## config.mk

```make
export PLATFORM = sky130hd
export DESIGN_NAME = fasb_alerts
export DESIGN_NICKNAME = d
export VERILOG_FILES = /design/src/hw/fasb_pkg.sv /design/src/hw/fasb_alerts.sv
export VERILOG_INCLUDE_DIRS = /design/src /design/src/hw
export SDC_FILE = /design/constraint.sdc
export NUM_CORES = 1
export LEC_CHECK = 0
export ABC_AREA = 1
export BUFFER_PORTS_ARGS = -buffer_cell sky130_fd_sc_hd__buf_2
export CORE_ASPECT_RATIO = 0.7
export CORE_MARGIN = 2
export CORE_UTILIZATION = 45
export DETAILED_ROUTE_END_ITERATION = 10
export PLACE_DENSITY = 0.81
export SLEW_MARGIN = 20
export SYNTH_ARGS = -nofsm -noshare
export SYNTH_HDL_FRONTEND = slang
export SYNTH_SLANG_ARGS = --single-unit
```

## constraint.sdc

```tcl
create_clock -name core_clk_i -period 1.95 [get_ports core_clk_i]
set_input_delay 0.195 -clock core_clk_i [delete_from_list [all_inputs] [get_ports core_clk_i]]
set_output_delay 0.195 -clock core_clk_i [all_outputs]
set_load 0.005 [all_outputs]
```

## src/hw/fasb_params.svh

```systemverilog
// Register offsets, field positions, limits and response codes of the alert block
`ifndef FASB_PARAMS_SVH
`define FASB_PARAMS_SVH
// Register indices; the byte address on the bus is the index times four
`define FASB_IDX_FAULT_TWO    4'h6
`define FASB_IDX_BREAKOUT     4'h7
`define FASB_IDX_SCAN_CTRL    4'h8
`define FASB_IDX_CONFIG       4'h9
`define FASB_IDX_IRQ_STATUS   4'hA
`define FASB_IDX_IRQ_MASK     4'hB
`define FASB_IDX_BAL_CTRL     4'hC
`define FASB_BIT_OVERTEMP     12
`define FASB_BIT_SCAN_TO      11
`define FASB_BIT_ZERO_SCALE   3
`define FASB_BIT_FULL_SCALE   2
`define FASB_BIT_ACC_HIGH     1
`define FASB_BIT_ACC_LOW      0
`define FASB_BIT_CELL_ADC_OV  15
`define FASB_BIT_CELL_CMP_OV  14
`define FASB_BIT_CSA_HIGH     7
`define FASB_TEMP_LIMIT_C     12'd115
`define FASB_SCAN_CONFIGURATION_A        3'h1
`define FASB_SCAN_CONFIGURATION_B        3'h2
`define FASB_BAL_THERMAL_STOP 2'h3
`define FASB_RESP_OKAY        2'h0
`define FASB_RESP_SLVERR      2'h2
`endif

```

## src/hw/fasb_pkg.sv

```systemverilog
// Types shared by the alert block
package fasb_pkg;
    typedef struct packed {
        logic        acq_done;      // End of an acquisition
        logic        zs_fail;       // Zero-scale self-test failed
        logic        fs_fail;       // Full-scale self-test failed
        logic        acc_high_fail; // Comparator accuracy high failed
        logic        acc_low_fail;  // Comparator accuracy low failed
        logic [13:0] cell_adc_ov;   // Per-cell ADC overvoltage
        logic [13:0] cell_cmp_ov;   // Per-cell comparator overvoltage
        logic        csa_done;      // Current-sense acquisition finished
        logic        csa_high;      // Current above high threshold
        logic [6:0]  other_summ;    // Bits 13:8 and 6 of the breakout
        logic [4:0]  cal_alerts;    // Calibration alerts, bits 4:0
    } fasb_acq_t;
    typedef struct packed {
        logic        temp_valid;
        logic [11:0] temp_c;
    } fasb_temp_t;
endpackage : fasb_pkg

```

## src/hw/fasb_alerts.sv

```systemverilog
// Fault-monitor and alert breakout registers with AXI4-Lite slave
`timescale 1ns/1ns
`include "fasb_params.svh"
module fasb_alerts
(
    input  wire logic              core_clk_i,
    input  wire logic              rst_i,
    input  wire logic [5:0]        s_axi_awaddr_i,
    input  wire logic              s_axi_awvalid_i,
    output logic                   s_axi_awready_o,
    input  wire logic [31:0]       s_axi_wdata_i,
    input  wire logic [3:0]        s_axi_wstrb_i,
    input  wire logic              s_axi_wvalid_i,
    output logic                   s_axi_wready_o,
    output logic [1:0]             s_axi_bresp_o,
    output logic                   s_axi_bvalid_o,
    input  wire logic              s_axi_bready_i,
    input  wire logic [5:0]        s_axi_araddr_i,
    input  wire logic              s_axi_arvalid_i,
    output logic                   s_axi_arready_o,
    output logic [31:0]            s_axi_rdata_o,
    output logic [1:0]             s_axi_rresp_o,
    output logic                   s_axi_rvalid_o,
    input  wire logic              s_axi_rready_i,
    input  wire fasb_pkg::fasb_temp_t temp_i,
    input  wire fasb_pkg::fasb_acq_t  acq_i,
    input  wire logic              scan_timeout_event_i,
    input  wire logic              balance_done_i,
    output logic [1:0]             balancing_state_o,
    output logic                   irq_o
);
    import fasb_pkg::*;

    // ************************************************************
    // Register state
    // ************************************************************
    logic [4:0]  sticky_reg;   // overtemp, zs, fs, acc_high, acc_low
    logic        scan_timeout_flag_reg;
    logic        scan_timeout_disable_reg;
    logic        selftest_enable_reg;
    logic        comparator_accuracy_enable_reg;
    logic [2:0]  scan_configuration_reg;
    logic [1:0]  balancing_state_reg;
    logic        balance_thermal_stop_alert_reg;
    logic        cell_adc_over_summary_reg;
    logic        cell_comparator_over_summary_reg;
    logic        current_sense_high_alert_reg;
    logic [6:0]  other_summ_reg;
    logic [4:0]  cal_reg;
    logic [3:0]  irq_status_reg;
    logic [3:0]  irq_mask_reg;

    // ************************************************************
    // Write channel: both address and data taken together
    // ************************************************************
    logic        bvalid_reg;
    logic [1:0]  bresp_reg;
    wire         wr_go   = s_axi_awvalid_i & s_axi_wvalid_i & ~bvalid_reg;
    wire  [3:0]  wr_idx  = s_axi_awaddr_i[5:2];
    wire         wr_low  = wr_go & s_axi_wstrb_i[0];
    wire         wr_high = wr_go & s_axi_wstrb_i[1];
    wire  [15:0] wd      = s_axi_wdata_i[15:0];
    wire         wr_fm2  = wr_idx == `FASB_IDX_FAULT_TWO;
    wire         wr_mapped = wr_fm2 || wr_idx == `FASB_IDX_BREAKOUT ||
                 wr_idx == `FASB_IDX_SCAN_CTRL || wr_idx == `FASB_IDX_CONFIG ||
                 wr_idx == `FASB_IDX_IRQ_STATUS ||
                 wr_idx == `FASB_IDX_IRQ_MASK || wr_idx == `FASB_IDX_BAL_CTRL;
    assign s_axi_awready_o = wr_go;
    assign s_axi_wready_o  = wr_go;
    assign s_axi_bvalid_o  = bvalid_reg;
    assign s_axi_bresp_o   = bresp_reg;

    // Byte-lane gated "write zero" clear masks per sticky bit
    wire clr_temp  = wr_high & wr_fm2 & ~wd[`FASB_BIT_OVERTEMP];
    wire clr_zs    = wr_low & wr_fm2 & ~wd[`FASB_BIT_ZERO_SCALE];
    wire clr_fs    = wr_low & wr_fm2 & ~wd[`FASB_BIT_FULL_SCALE];
    wire clr_acch  = wr_low & wr_fm2 & ~wd[`FASB_BIT_ACC_HIGH];
    wire clr_accl  = wr_low & wr_fm2 & ~wd[`FASB_BIT_ACC_LOW];
    wire [4:0] clr_vec = {clr_temp, clr_zs, clr_fs, clr_acch, clr_accl};

    // ************************************************************
    // Event decode
    // ************************************************************
    wire over_temp = temp_i.temp_valid &&
                     temp_i.temp_c > `FASB_TEMP_LIMIT_C;
    wire st_go     = acq_i.acq_done & selftest_enable_reg;
    wire acc_cfg   = scan_configuration_reg == `FASB_SCAN_CONFIGURATION_A ||
                     scan_configuration_reg == `FASB_SCAN_CONFIGURATION_B;
    wire acc_go    = acq_i.acq_done & acc_cfg &
                     comparator_accuracy_enable_reg;
    wire [4:0] set_vec = {over_temp,
                          st_go & acq_i.zs_fail,
                          st_go & acq_i.fs_fail,
                          acc_go & acq_i.acc_high_fail,
                          acc_go & acq_i.acc_low_fail};
    wire balancing  = balancing_state_reg == 2'h1 ||
                      balancing_state_reg == 2'h2;
    wire therm_stop = balancing & (over_temp | sticky_reg[4]);
    wire scan_to_set = scan_timeout_event_i & ~scan_timeout_disable_reg;
    wire scan_to_clr = wr_low && wr_idx == `FASB_IDX_SCAN_CTRL && ~wd[0];

    // Set beats clear so an event in the clearing cycle is kept
    wire [4:0] sticky_next = set_vec | (sticky_reg & ~clr_vec);

    // ************************************************************
    // Readback
    // ************************************************************
    wire [15:0] fm2_view = {3'h0, sticky_reg[4],
                            scan_timeout_flag_reg,
                            7'h00, sticky_reg[3:0]};
    wire [15:0] brk_view = {cell_adc_over_summary_reg,
                            cell_comparator_over_summary_reg,
                            other_summ_reg[6:1],
                            current_sense_high_alert_reg,
                            other_summ_reg[0],
                            1'b0,
                            cal_reg};
    wire [3:0]  ev_vec   = {therm_stop, scan_to_set,
                            |set_vec[3:0], set_vec[4]};
    logic        rvalid_reg;
    logic [31:0] rdata_reg;
    logic [1:0]  rresp_reg;
    wire  [3:0]  rd_idx = s_axi_araddr_i[5:2];
    wire         rd_go  = s_axi_arvalid_i & ~rvalid_reg;
    logic [15:0] rd_mux;
    logic        rd_ok;
    always_comb begin
        rd_ok = 1'b1;
        unique case (rd_idx)
            `FASB_IDX_FAULT_TWO:  rd_mux = fm2_view;
            `FASB_IDX_BREAKOUT:   rd_mux = brk_view;
            `FASB_IDX_SCAN_CTRL:  rd_mux = {14'h0000,
                                   scan_timeout_disable_reg,
                                   scan_timeout_flag_reg};
            `FASB_IDX_CONFIG:     rd_mux = {11'h000, scan_configuration_reg,
                                   comparator_accuracy_enable_reg,
                                   selftest_enable_reg};
            `FASB_IDX_IRQ_STATUS: rd_mux = {12'h000, irq_status_reg};
            `FASB_IDX_IRQ_MASK:   rd_mux = {12'h000, irq_mask_reg};
            `FASB_IDX_BAL_CTRL:   rd_mux = {13'h0000,
                                   balance_thermal_stop_alert_reg,
                                   balancing_state_reg};
            default: begin
                rd_mux = 16'h0000;
                rd_ok  = 1'b0;
            end
        endcase
    end
    assign s_axi_arready_o = rd_go;
    assign s_axi_rvalid_o  = rvalid_reg;
    assign s_axi_rdata_o   = rdata_reg;
    assign s_axi_rresp_o   = rresp_reg;
    assign balancing_state_o = balancing_state_reg;
    assign irq_o = |(irq_status_reg & irq_mask_reg);

    // ************************************************************
    // Bus handshake registers
    // ************************************************************
    always_ff @(posedge core_clk_i or posedge rst_i) begin
        if (rst_i) begin
            bvalid_reg <= 1'b0;
            bresp_reg  <= `FASB_RESP_OKAY;
            rvalid_reg <= 1'b0;
            rdata_reg  <= 32'h0000_0000;
            rresp_reg  <= `FASB_RESP_OKAY;
        end else begin
            if (wr_go) begin
                bvalid_reg <= 1'b1;
                bresp_reg  <= wr_mapped ? `FASB_RESP_OKAY : `FASB_RESP_SLVERR;
            end else if (s_axi_bready_i) begin
                bvalid_reg <= 1'b0;
            end
            if (rd_go) begin
                rvalid_reg <= 1'b1;
                rdata_reg  <= {16'h0000, rd_mux};
                rresp_reg  <= rd_ok ? `FASB_RESP_OKAY : `FASB_RESP_SLVERR;
            end else if (s_axi_rready_i) begin
                rvalid_reg <= 1'b0;
            end
        end
    end

    // ************************************************************
    // Alert state
    // ************************************************************
    always_ff @(posedge core_clk_i or posedge rst_i) begin
        if (rst_i) begin
            sticky_reg            <= 5'h00;
            scan_timeout_flag_reg <= 1'b0;
        end else begin
            sticky_reg <= sticky_next;
            if (scan_to_set)
                scan_timeout_flag_reg <= 1'b1;
            else if (scan_to_clr)
                scan_timeout_flag_reg <= 1'b0;
        end
    end

    // Breakout summaries refresh only at their own acquisitions
    always_ff @(posedge core_clk_i or posedge rst_i) begin
        if (rst_i) begin
            cell_adc_over_summary_reg        <= 1'b0;
            cell_comparator_over_summary_reg <= 1'b0;
            other_summ_reg                   <= 7'h00;
            cal_reg                          <= 5'h00;
            current_sense_high_alert_reg     <= 1'b0;
        end else begin
            if (acq_i.acq_done) begin
                cell_adc_over_summary_reg <= |acq_i.cell_adc_ov;
                cell_comparator_over_summary_reg <=
                    |acq_i.cell_cmp_ov;
                other_summ_reg <= acq_i.other_summ;
                cal_reg        <= acq_i.cal_alerts;
            end
            if (acq_i.csa_done)
                current_sense_high_alert_reg <= acq_i.csa_high;
        end
    end

    // ************************************************************
    // Configuration, balancing and interrupt registers
    // ************************************************************
    wire wr_cfg  = wr_low && wr_idx == `FASB_IDX_CONFIG;
    wire wr_sc   = wr_low && wr_idx == `FASB_IDX_SCAN_CTRL;
    wire wr_bal  = wr_low && wr_idx == `FASB_IDX_BAL_CTRL;
    wire wr_msk  = wr_low && wr_idx == `FASB_IDX_IRQ_MASK;
    wire wr_ist  = wr_low && wr_idx == `FASB_IDX_IRQ_STATUS;
    always_ff @(posedge core_clk_i or posedge rst_i) begin
        if (rst_i) begin
            scan_timeout_disable_reg       <= 1'b0;
            selftest_enable_reg            <= 1'b0;
            comparator_accuracy_enable_reg <= 1'b0;
            scan_configuration_reg         <= 3'h0;
            balancing_state_reg            <= 2'h0;
            balance_thermal_stop_alert_reg <= 1'b0;
            irq_mask_reg                   <= 4'h0;
            irq_status_reg                 <= 4'h0;
        end else begin
            if (wr_sc)
                scan_timeout_disable_reg <= wd[1];
            if (wr_cfg) begin
                selftest_enable_reg            <= wd[0];
                comparator_accuracy_enable_reg <= wd[1];
                scan_configuration_reg         <= wd[4:2];
            end
            if (therm_stop)
                balancing_state_reg <= `FASB_BAL_THERMAL_STOP;
            else if (balancing && balance_done_i)
                balancing_state_reg <= 2'h0;
            else if (wr_bal && !balancing)
                balancing_state_reg <= wd[1:0];
            if (therm_stop)
                balance_thermal_stop_alert_reg <= 1'b1;
            else if (wr_bal && !wd[2])
                balance_thermal_stop_alert_reg <= 1'b0;
            if (wr_msk)
                irq_mask_reg <= wd[3:0];
            irq_status_reg <= ev_vec |
                              (irq_status_reg & ~({4{wr_ist}} & wd[3:0]));
        end
    end

    // ************************************************************
    // Checks
    // ************************************************************
    overtemp_sets_a: assert property (@(posedge core_clk_i)
        disable iff (rst_i) over_temp |=> fm2_view[`FASB_BIT_OVERTEMP])
        else $error("overtemp alert not set");
    write_one_keeps_a: assert property (@(posedge core_clk_i)
        disable iff (rst_i) (sticky_reg[4] && !clr_temp) |=> sticky_reg[4])
        else $error("sticky alert lost without zero write");
    zero_clears_a: assert property (@(posedge core_clk_i)
        disable iff (rst_i) (clr_zs && !set_vec[3]) |=> !sticky_reg[3])
        else $error("zero write did not clear");
    thermal_stop_a: assert property (@(posedge core_clk_i)
        disable iff (rst_i) therm_stop |=>
        balancing_state_o == `FASB_BAL_THERMAL_STOP &&
        balance_thermal_stop_alert_reg)
        else $error("balancing not stopped on thermal alert");
    timeout_mirror_a: assert property (@(posedge core_clk_i)
        disable iff (rst_i) (rd_go && rd_idx == `FASB_IDX_FAULT_TWO) |=>
        s_axi_rdata_o[`FASB_BIT_SCAN_TO] == $past(scan_timeout_flag_reg))
        else $error("timeout alert differs from flag");
    timeout_set_a: assert property (@(posedge core_clk_i)
        disable iff (rst_i) scan_to_set |=> fm2_view[`FASB_BIT_SCAN_TO])
        else $error("timeout alert not raised");
    selftest_gate_a: assert property (@(posedge core_clk_i)
        disable iff (rst_i)
        (!sticky_reg[3] && !selftest_enable_reg) |=> !sticky_reg[3])
        else $error("zero-scale alert set while disabled");
    fullscale_a: assert property (@(posedge core_clk_i)
        disable iff (rst_i) (st_go && acq_i.fs_fail) |=> sticky_reg[2])
        else $error("full-scale failure not recorded");
    acc_gate_a: assert property (@(posedge core_clk_i)
        disable iff (rst_i) (!sticky_reg[1] && !(acc_cfg &&
        comparator_accuracy_enable_reg)) |=> !sticky_reg[1])
        else $error("accuracy high set outside config");
    acc_low_a: assert property (@(posedge core_clk_i)
        disable iff (rst_i) (acc_go && acq_i.acc_low_fail) |=> sticky_reg[0])
        else $error("accuracy low failure not recorded");
    wire [1:0] cell_ov_now = {|acq_i.cell_adc_ov, |acq_i.cell_cmp_ov};
    cell_summary_a: assert property (@(posedge core_clk_i)
        disable iff (rst_i)
        acq_i.acq_done |=> brk_view[15:14] == $past(cell_ov_now))
        else $error("cell summaries wrong");
    csa_hold_a: assert property (@(posedge core_clk_i)
        disable iff (rst_i) !acq_i.csa_done |=> $stable(brk_view[7]))
        else $error("current alert moved without acquisition");
    bit5_zero_a: assert property (@(posedge core_clk_i)
        disable iff (rst_i)
        (rd_go && rd_idx == `FASB_IDX_BREAKOUT) |=> !s_axi_rdata_o[5])
        else $error("breakout bit 5 not zero");
    cov_thermal_c: cover property (@(posedge core_clk_i) therm_stop);
    cov_timeout_c: cover property (@(posedge core_clk_i) scan_to_clr);
    cov_irq_c: cover property (@(posedge core_clk_i) irq_o);
endmodule : fasb_alerts

```

* After elaboration in Yosys (flattened, before gate mapping)
Cells that the tools add are included.
** Word-level totals
- Register bits :: 60
- Logic and storage cells :: 122
- Input port bits :: 117
- Output and inout port bits :: 44
** Cells by class
- Equal/unequal tests :: 18
- Magnitude comparators :: 1
- Bitwise operators :: 38
- Reduce and logical (&&, ||, !) cells :: 30
- Mux-type cells :: 15
** Operators with widths (count)
- one-hot mux 16 bit (7 select lines) :: 1
- equality test 4 bit, second input constant :: 10
- OR reduction 14 bit :: 2
- AND 1 bit :: 21
- equality test 4 x 3 -> 1 bit, second input constant :: 4
- AND 4 bit :: 3
- > comparator 12 x 7 -> 1 bit, second input constant :: 1
- logical AND 1 bit :: 10
- two-way mux 2 bit :: 5
- two-way mux 1 bit :: 9
- logical OR 1 bit :: 8
- inverter 1 bit :: 8
- nonzero test 2 bit :: 4
- OR reduction 4 bit :: 2
- OR reduction 7 bit :: 1
- AND 5 bit :: 1
- inverter 5 bit :: 1
- OR 5 bit :: 1
- inverter 4 bit :: 1
- OR 4 bit :: 1
- equality test 3 x 1 -> 1 bit, second input constant :: 1
- equality test 3 x 2 -> 1 bit, second input constant :: 1
- nonzero test 3 bit :: 1
- equality test 2 x 1 -> 1 bit, second input constant :: 1
- 3 further kinds :: 4

* Longest topological paths before layout
Gate-level depths: netlist (run 1).
- Depth in word-level cells :: 8
- Mapped depth :: 9
- Depth with buffers taken out :: 9

* Worst setup path before layout (run 1)
OpenSTA, ideal clock, no wires.
- Path type :: register to register
- From :: register bvalid_reg, in the netlist s_axi_bvalid_o
- To :: register balancing_state_reg[0], in the netlist balancing_state_o[0]
- Library setup time :: 121 ps
- Path buffers :: 0
- Slack :: 750 ps
- Period minus slack after synthesis :: 1200 ps
- Data required time :: 1829 ps
- Data arrival time :: 1078 ps
- Cell stages (with the launch flop) :: 7
- Cells stage by stage :: dfrtp_1 -> inv_1 -> nand3_1 -> nor2_4 -> nand3_1 -> o21ai_0 -> nand2_1
** Between the ends
- Word-level cells in the longest chain between the ends :: 6
** Ends and longest elaborated chain
- from (decl) :: line fasb_alerts.sv:56 : logic bvalid_reg;
- from (signal assigned) :: line fasb_alerts.sv:161 : bvalid_reg <= 1'b0;
- from (signal assigned) :: line fasb_alerts.sv:168 : bvalid_reg <= 1'b1;
- from (signal assigned) :: line fasb_alerts.sv:171 : bvalid_reg <= 1'b0;
- inverter 1 bit :: line fasb_alerts.sv:58 : wire wr_go = s_axi_awvalid_i & s_axi_wvalid_i & ~bvalid_reg;
- AND 1 bit :: line fasb_alerts.sv:58
- AND 1 bit :: line fasb_alerts.sv:60 : wire wr_low = wr_go & s_axi_wstrb_i[0];
- logical AND 1 bit (no line)
- logical AND 1 bit :: line fasb_alerts.sv:250 : else if (wr_bal && !balancing)
- nonzero test 3 bit (no line)
- to (signal assigned) :: line fasb_alerts.sv:247 : balancing_state_reg <= `FASB_BAL_THERMAL_STOP;
- to (signal assigned) :: line fasb_alerts.sv:251 : balancing_state_reg <= wd[1:0];
- to (decl) :: line fasb_alerts.sv:43 : logic [1:0] balancing_state_reg;
No other way between the ends.
A chain may end at the register's enable or synchronous reset.

* Final worst setup path (run 1)
- From :: register rvalid_reg, in the netlist s_axi_rvalid_o
- To :: output port s_axi_arready_o
** Between the ends
- Word-level cells in the longest chain between the ends :: 2
** Ends and longest elaborated chain
- from (decl) :: line fasb_alerts.sv:120 : logic rvalid_reg;
- from (signal assigned) :: line fasb_alerts.sv:163 : rvalid_reg <= 1'b0;
- from (signal assigned) :: line fasb_alerts.sv:174 : rvalid_reg <= 1'b1;
- from (signal assigned) :: line fasb_alerts.sv:178 : rvalid_reg <= 1'b0;
- inverter 1 bit :: line fasb_alerts.sv:124 : wire rd_go = s_axi_arvalid_i & ~rvalid_reg;
- AND 1 bit :: line fasb_alerts.sv:124
- to (decl) :: line fasb_alerts.sv:20 : output logic s_axi_arready_o,
No other way between the ends.

==> run metrics, run 1 <==
CTS tree done; footprint of the multi-input gates 1250 µm²; Setup CP Type reg2out; Final Skew 8.87 ps; Power Density 852 nW/µm²; Setup crit end s_axi_arready_o; area of placed instances 3490 µm²; largest net degree at the start of global routing 26; RD Place Congestion 0.904; first-pass GRT wire length 12800 µm; count leader, synth nand2_1; area share of the largest cell type after synthesis 48.2%; CTS Buffer Depth 2; Syn Area/Cell 7.56 µm²; Worst Setup SP s_axi_rvalid_o; biggest area consumer among synthesized cells dfrtp_1; nets 621; total CTS buffers 9; Antenna Nets Post-Route 0; Synth Warn # 0; sequential share of power 44.7%; synth cell count leaders nand2_1 (132), dfrtp_1 (57), inv_1 (39); DR vias 2918; final hold vios 0; period utilization 78.8%; setup TNS 0 ps; initial antenna violation count 0; beginning of the worst register-to-register path s_axi_bvalid_o; share of async-settable or async-resettable flops after synthesis 100%; Post-synth EDFFs 0; H-tree levels 3; number of vias per cell 4.97; Gate power share 17.8%; Worst VDD drop 338 µV; synth top area cells dfrtp_1 (48%), nand2_1 (17%), o21ai_0 (6.1%); via count of the first global-routing pass 2733; total I/O pin count 161; die area 7260 µm²; Data arrival, critical path 1340 ps; initial DRC count 209; Rows 24; max cap viols 0; Clock transition at path regs 60 ps; max-slew violation count 0; core area 6310 µm²; Fillers 593; Cell Area, Synth 2960 µm²; Largest register FFs 15; DP Wirelength 6010 µm; Antenna diodes 0; ys flop type dfrtp_1; Port Buf Inserts 107; LEAKAGE 0.00205 µW; share of post-route cells with drive strength above 1 26.7%; Initial Util 47.0%; synthesis-to-finish area growth 25.2%; drt pass-1 iters 5; clk root buf clkbuf_8; min Tclk post-route 1540 ps; R2R Setup Slk 510 ps; # DRC 0; total congestion overflow 0; final WL 7850 µm; Sw Pwr 914 µW; synthesized instance count 392; Worst Path Required 1750 ps; Distinct cells, synth 25; worst reg-to-reg path cell count 6; Post-CTS Setup Inserts 0; Seq cells post-synth 57; crit path max fanout 12; Setup crit end kind primary output; die span in x 101 µm; Hold Crit Class in2reg; RSZ-0062 raised after global routing false; r2r endpoint irq_status_reg[1]; Power Internal 2250 µW; clock share of power 37.5%; Sequential Area 1430 µm²; Sink Count 57; Total GRT Usage 22.9%; Worst Setup Start Kind register; post-synthesis sequential area ratio 48.2%; Vert. Die Dim 71.9 µm; Final setup viols 0; clock latency on the worst-skew pair 330 ps; outcome completed; fmax 651 MHz; DR WL/cell 13.4 µm; Switching Fraction 28.9%; cell area after layout 3710 µm²
==> kinds of logic after synthesis <==
group,Yosys count,share of synthesized area [%]
flip-flops,57,48.2
AND/OR/NAND/NOR,212,29.9
AO/OA/AOI/OAI,52,9.84
other,1,0.127
buffers and inverters,70,12.0
==> timing repair <==
item                                   in CTS  in global routing
endpoints found under the hold margin      21                  0
setup endpoints to repair                   0                  0
hold buffers                                1                  0
gates resized for setup                     0                  0
==> worst min path at each step <==
| stage | from | to | cells after the start |
|---|---|---|---|
| after floorplan | s_axi_bready_i | s_axi_bvalid_o | 1 |
| after global placement | rst_i | cell_comparator_over_summary_reg | 2 |
| after detailed placement | rst_i | cell_comparator_over_summary_reg | 2 |
| after CTS | s_axi_bready_i | s_axi_bvalid_o | 2 |
| after global routing | s_axi_bready_i | s_axi_bvalid_o | 2 |
| final | s_axi_bready_i | s_axi_bvalid_o | 2 |
==> worst max-delay path: stages, from the launching register on <==
cell	delay (ps)
dfrtp_1	370
inv_1	70
nand2_1	60
inv_1	320
buf_2	190
==> layer usage <==
| layer | share of wire, % | global-route usage [%] |
|---|---|---|
| met4 | 0.78 | 6.31 |
| met2 | 44 | 34.1 |
| met5 | 0 | 0 |
| met3 | 9.8 | 7.12 |
| met1 | 45 | 32.7 |
==> power groups by stage <==
stage,logic (µW),registers [µW],clock network [µW]
after floorplan,343,1400,0
after global placement,533,1430,0
after detailed placement,556,1430,0
after CTS,562,1410,1200
after global routing,642,1430,1260
final,562,1410,1190
==> layout by cell type, fill, tap and decap left out, types with 2 or more instances in the layout <==
master	n
nand2_1	132
buf_2	107
dfrtp_1	57
inv_1	38
o21ai_0	36
nor2_1	34
nand3_1	32
conb_1	19
clkbuf_8	9
nor3_1	5
o31ai_1	5
nor2_4	4
inv_2	4
o21ai_1	4
clkinv_2	3
buf_4	3
nand2_2	2
a21oi_1	2
a41oi_1	2
nand4_1	2
bufinv_16	2
==> per-stage QoR <==
step	power, µW	hold WS, ps	setup WS [ps]	cells	util [%]
2_1_floorplan	1750	291	355	410	-
3_3_place_gp	1960	233	595	570	55.3
3_5_place_dp	1990	240	561	570	55.3
4_1_cts	3170	33.9	394	587	58.8
5_1_grt	3330	46.9	272	587	58.8
6_report	3160	47.4	413	587	58.8
==> final cells by class <==
cell class / instances / area share [%]
Multi-Input combinational cell: 283 / 33.7
Timing Repair Buffer: 111 / 15.3
Inverter: 42 / 4.25
Sequential cell: 57 / 38.5
Tap cell: 78 / 2.63
Clock buffer: 10 / 3.44
Clock inverter: 6 / 2.23
Note: power is estimated with default switching activity, not from simulation.
==> run 2, diff against run 1 <==
CORE_UTILIZATION = 41   (was 45)
PLACE_DENSITY = 0.77   (was 0.81)
clock period = 1.3 ns   (was 1.95 ns; I/O delays follow)
==> run metrics, run 2 (synthesis results as in run 1) <==
outcome finished with violations; failing checks setup timing; nets 639 (+2.9%); max-slew violation count 0 (unchanged); synthesis-to-finish area growth 33.9%; WHS Endpoint other_summ_reg[2]; DR vias 2977 (+2.0%); R2R Setup Slk -0.8 ps (-510 ps); RD Place Congestion 0.888 (-1.7%); Worst Path Required 1520 ps (-230 ps); Worst path depth 8 (+4); WHS Path Cells 3 (+1); fmax 769 MHz; clk root buf clkbuf_8; die area 7930 µm² (+9.3%); Rows 25 (+4.2%); initial DRC count 201 (-3.8%); Vert. Die Dim 75.1 µm (+4.5%); Sequential Area 1430 µm² (unchanged); H-tree levels 3 (unchanged); Worst Setup Start Kind register; DR WL/cell 12.9 µm (-3.3%); # DRC 0 (unchanged); total CTS buffers 9 (unchanged); Fillers 660 (+11%); period utilization 100%; commonest non-fill, non-tap cell in the layout nand2_1; min Tclk post-route 1300 ps; CP max-delay cell dfrtp_1; RSZ-0062 raised after global routing true; Port Buf Inserts 107 (unchanged); Antenna diodes 0 (unchanged); share of post-route cells with drive strength above 1 29.6% (+2.9 points); Sink Count 57 (unchanged); final hold vios 0 (unchanged); first-pass GRT wire length 12600 µm (-2.3%); most frequent cells in the layout nand2_1 (128), buf_2 (106), dfrtp_1 (57), inv_1 (35), nor2_1 (34); fin worst setup slack -0.773 ps (-414 ps); Total GRT Usage 20.3% (-2.6 points); Hold Crit Class in2reg; r2r endpoint balancing_state_o[1]; drt pass-1 iters 5 (unchanged); via count of the first global-routing pass 2737 (+0.15%); final core area utilization 57.6% (-1.2 points); core area 6880 µm² (+9.1%); total I/O pin count 161 (unchanged); final WL 8030 µm (+2.3%); Clock transition at path regs 60 ps (about the same); Final setup viols 1 (+1); clock latency on the worst-skew pair 330 ps (about the same); crit path max fanout 6 (-6); die span in x 106 µm (+4.6%); worst path buffer plus inverter count 3 (unchanged); Setup CP Type reg2reg; LEAKAGE 0.00217 µW (+5.9%); largest net degree at the start of global routing 58 (+120%); Worst VDD drop 518 µV (+53%); Final Skew 5.70 ps (-3.17 ps); Largest delay share family, worst path simple AND/OR/NAND/NOR gates; Initial Util 43.0% (-3.9 points); worst reg-to-reg path cell count 8 (+2); CTS Buffer Depth 2 (unchanged); beginning of the worst register-to-register path s_axi_bvalid_o; CTS tree done; total congestion overflow 0 (unchanged); Antenna Nets Post-Route 0 (unchanged); max cap viols 0 (unchanged); critical path cell sequence inv_2 > nand3_4 > nor2_4 > buf_12 > buf_6 > nand4_1 > nand3_1 > nand2_1; Power Density 1180 nW/µm² (+38%); Largest register FFs 15 (unchanged); number of vias per cell 4.79 (-3.6%); hold_sp acq_i[7]; Data arrival, critical path 1520 ps (+180 ps); delay of the slowest cell on the worst path 380 ps (about the same); DP Wirelength 5940 µm (-1.3%); hold_ws 13.4 ps (-34.1 ps); footprint of the multi-input gates 1310 µm² (+4.6%); Setup crit end kind register; initial antenna violation count 0 (unchanged)
run 2: cell types whose count changed in the layout (fill, tap and decap cells not counted), sizes merged:
cell / delta
inv: -2
dlygate4sd3: +9
clkinvlp: +1
buf: +9
bufinv: -1
clkinv: -1
clkbuf: +3
run 2: repair_timing:
action,4_1_cts,5_1_grt
pin swaps,1,4
endpoints found under the setup margin,20,22
endpoints found under the hold margin,66,0
gates resized for setup,6,25
buffers inserted,3,3
hold buffers,10,0
run 2: power by group:
| group | internal (µW) | leakage, µW | switching (µW) |
|---|---|---|---|
| Sequential | 1970 | 0.000696 | 145 |
| Clock | 933 | 0.0000974 | 671 |
| Combinational | 399 | 0.00138 | 561 |
| Total | 3300 | 0.00217 | 1380 |
run 2: per-layer routing:
metal  vias to the layer above  GRT usage [%]  share of wire, %
li1                       1471              -                 -
met1                      1372           27.5                46
met2                       127           32.5                45
met3                         7           6.06               8.2
met4                         0           5.56              0.80
met5                         -              0                 0
run 2: layout make-up:
cell class | count | area share, %
multi-input cells | 283 | 32.9
repair buffers | 129 | 19.2
clock buffers | 13 | 3.76
clock inverters | 3 | 1.01
flip-flops and latches | 57 | 36.0
inverters | 42 | 4.17
well taps | 94 | 2.97
run 2: worst max-delay path by stage:
stage,from,to
after floorplan,s_axi_bvalid_o,balancing_state_o[0]
after global placement,s_axi_bvalid_o,sticky_reg[2]
after detailed placement,s_axi_bvalid_o,sticky_reg[3]
after CTS,s_axi_bvalid_o,s_axi_awready_o
after global routing,s_axi_bvalid_o,balancing_state_o[1]
final,s_axi_bvalid_o,balancing_state_o[1]
run 2: per-stage QoR:
step	setup TNS [ps]	cells	worst slack [ps]	total power, µW	area (µm²)
after global routing	-382	621	-120	4960	3970
after CTS	-9.37	619	-8.27	4650	3880
after floorplan	0	410	100	2620	3030
after global placement	-2.52	590	-1.53	2950	3550
after detailed placement	-597	590	-84.4	2990	3550
final	-0.773	621	-0.773	4680	3970
run 2: worst register-to-register path, stage by stage, from the launching register on:
cell and delay, ps:
dfrtp_1 380, inv_2 80, nand3_4 90, nor2_4 160
buf_12 140, buf_6 110, nand4_1 60, nand3_1 110
nand2_1 60
==> run 3, diff against run 2 <==
SKIP_LAST_GASP = 1   (was unset)
==> run metrics, run 3 (synthesis results as in run 1) <==
outcome finished with violations; failing checks setup timing; max cap viols 0 (unchanged); largest net degree at the start of global routing 58 (unchanged); Antenna Nets Post-Route 0 (unchanged); initial DRC count 201 (unchanged); clk root buf clkbuf_8; core area 6880 µm² (unchanged); worst path buffer plus inverter count 3 (unchanged); setup TNS -0.780 ps (-0.00688 ps); first-pass GRT wire length 12600 µm (unchanged); die span in x 106 µm (unchanged); total I/O pin count 161 (unchanged); Largest register FFs 15 (unchanged); Sink Count 57 (unchanged); DP Wirelength 5940 µm (unchanged); Hold Crit Class in2reg; fmax 769 MHz (about the same); Fillers 660 (unchanged); crit path max fanout 6 (unchanged); WHS Path Cells 3 (unchanged); worst reg-to-reg path cell count 8 (unchanged); total congestion overflow 0 (unchanged); final hold vios 0 (unchanged); critical path cell sequence inv_2 > nand3_4 > nor2_4 > buf_12 > buf_6 > nand4_1 > nand3_1 > nand2_1; Worst VDD drop 518 µV (about the same); RSZ-0062 raised after global routing true; CTS Buffer Depth 2 (unchanged); delay of the slowest cell on the worst path 380 ps (about the same); Clock transition at path regs 60 ps (about the same); fin cells 621 (unchanged); Total GRT Usage 20.3% (unchanged); CP max-delay cell dfrtp_1; final WL 8040 µm (+0.11%); final core area utilization 57.6% (about the same); number of vias per cell 4.78 (-0.34%); Port Buf Inserts 107 (unchanged); synthesis-to-finish area growth 33.8% (about the same); Rows 25 (unchanged); hold_ws 14.1 ps (+0.698 ps); initial antenna violation count 0 (unchanged); clock latency on the worst-skew pair 330 ps (about the same); hold_sp acq_i[7]; fin worst setup slack -0.780 ps (-0.00688 ps); Antenna diodes 0 (unchanged); Worst Setup Start Kind register; Power Density 1180 nW/µm² (about the same); # DRC 0 (unchanged); Setup CP Type reg2reg; DR WL/cell 13.0 µm (+0.11%); total CTS buffers 9 (unchanged); Data arrival, critical path 1520 ps (about the same); Largest delay share family, worst path simple AND/OR/NAND/NOR gates; LEAKAGE 0.00217 µW (about the same); Final Skew 5.11 ps (-0.585 ps); min Tclk post-route 1300 ps (+0.00688 ps); nets 639 (unchanged); r2r endpoint balancing_state_o[1]; Setup crit end kind register; Final setup viols 1 (unchanged); H-tree levels 3 (unchanged); Initial Util 43.0% (unchanged); die area 7930 µm² (unchanged); period utilization 100% (about the same); RD Place Congestion 0.888 (unchanged); Worst path depth 8 (unchanged); WHS Endpoint other_summ_reg[2]; beginning of the worst register-to-register path s_axi_bvalid_o; drt pass-1 iters 5 (unchanged); cell area after layout 3960 µm² (about the same); DR vias 2967 (-0.34%); Vert. Die Dim 75.1 µm (unchanged); share of post-route cells with drive strength above 1 29.4% (-0.19 points); most frequent cells in the layout nand2_1 (128), buf_2 (106), dfrtp_1 (57), inv_1 (35), nor2_1 (34); # placed instances 590 (unchanged); Worst Path Required 1510 ps (about the same); area of placed instances 3550 µm² (unchanged); R2R Setup Slk -0.8 ps (about the same); CTS tree done; max-slew violation count 0 (unchanged); commonest non-fill, non-tap cell in the layout nand2_1; via count of the first global-routing pass 2737 (unchanged)
## run 3: cell counts in the layout (fill, tap and decap cells not counted)
Identical to the previous run, type by type.
## run 3: layout make-up
class / instances / area [µm²] / share of cell area, %
Tap cell: 94 / 118 / 2.97
Clock buffer: 13 / 149 / 3.76
Inverter: 42 / 165 / 4.17
Multi-Input combinational cell: 283 / 1300 / 32.9
Timing Repair Buffer: 129 / 761 / 19.2
Sequential cell: 57 / 1430 / 36.0
Clock inverter: 3 / 40.0 / 1.01
## run 3: stage by stage
| stage | total power [µW] | worst slack [ps] |
|---|---|---|
| after CTS | 4650 | -8.27 |
| after detailed placement | 2990 | -84.4 |
| after global routing | 4950 | -120 |
| after global placement | 2950 | -1.53 |
| after floorplan | 2620 | 100 |
| final | 4670 | -0.780 |
## run 3: worst max path at each step
stage | startpoint | end | slack, ps
global route | s_axi_bvalid_o | balancing_state_o[1] | -120
finish | s_axi_bvalid_o | balancing_state_o[1] | -0.8
detailed placement | s_axi_bvalid_o | sticky_reg[3] | -80
CTS | s_axi_bvalid_o | s_axi_awready_o | -8
floorplan | s_axi_bvalid_o | balancing_state_o[0] | 100
global placement | s_axi_bvalid_o | sticky_reg[2] | -2
## run 3: worst reg2reg max path, cell delays in order (launching register included)
cell and delay, ps:
dfrtp_1 380, inv_2 80, nand3_4 90, nor2_4 160
buf_12 140, buf_6 110, nand4_1 60, nand3_1 110
nand2_1 60
## run 3: what timing repair did
action	4_1_cts	5_1_grt
resized for setup	5	25
gates cloned	0	0
pin swaps	1	4
hold buffers	10	0
setup buffers	3	3
endpoints found under the setup margin	20	22
endpoints found under the hold margin	66	0
## run 3: where the power goes
group          switching [µW]  internal (µW)  leakage (µW)  total [µW]
combinational             561            396       0.00138         957
clock                     671            933     0.0000974        1600
sequential                142           1970      0.000696        2110
total                    1370           3300       0.00217        4670
## run 3: routing by layer
metal	vias up	GRT usage [%]	share of wire [%]
li1	1471	-	-
met1	1369	27.5	46
met2	120	32.5	45
met3	7	6.06	8.1
met4	0	5.56	0.80
met5	-	0	0
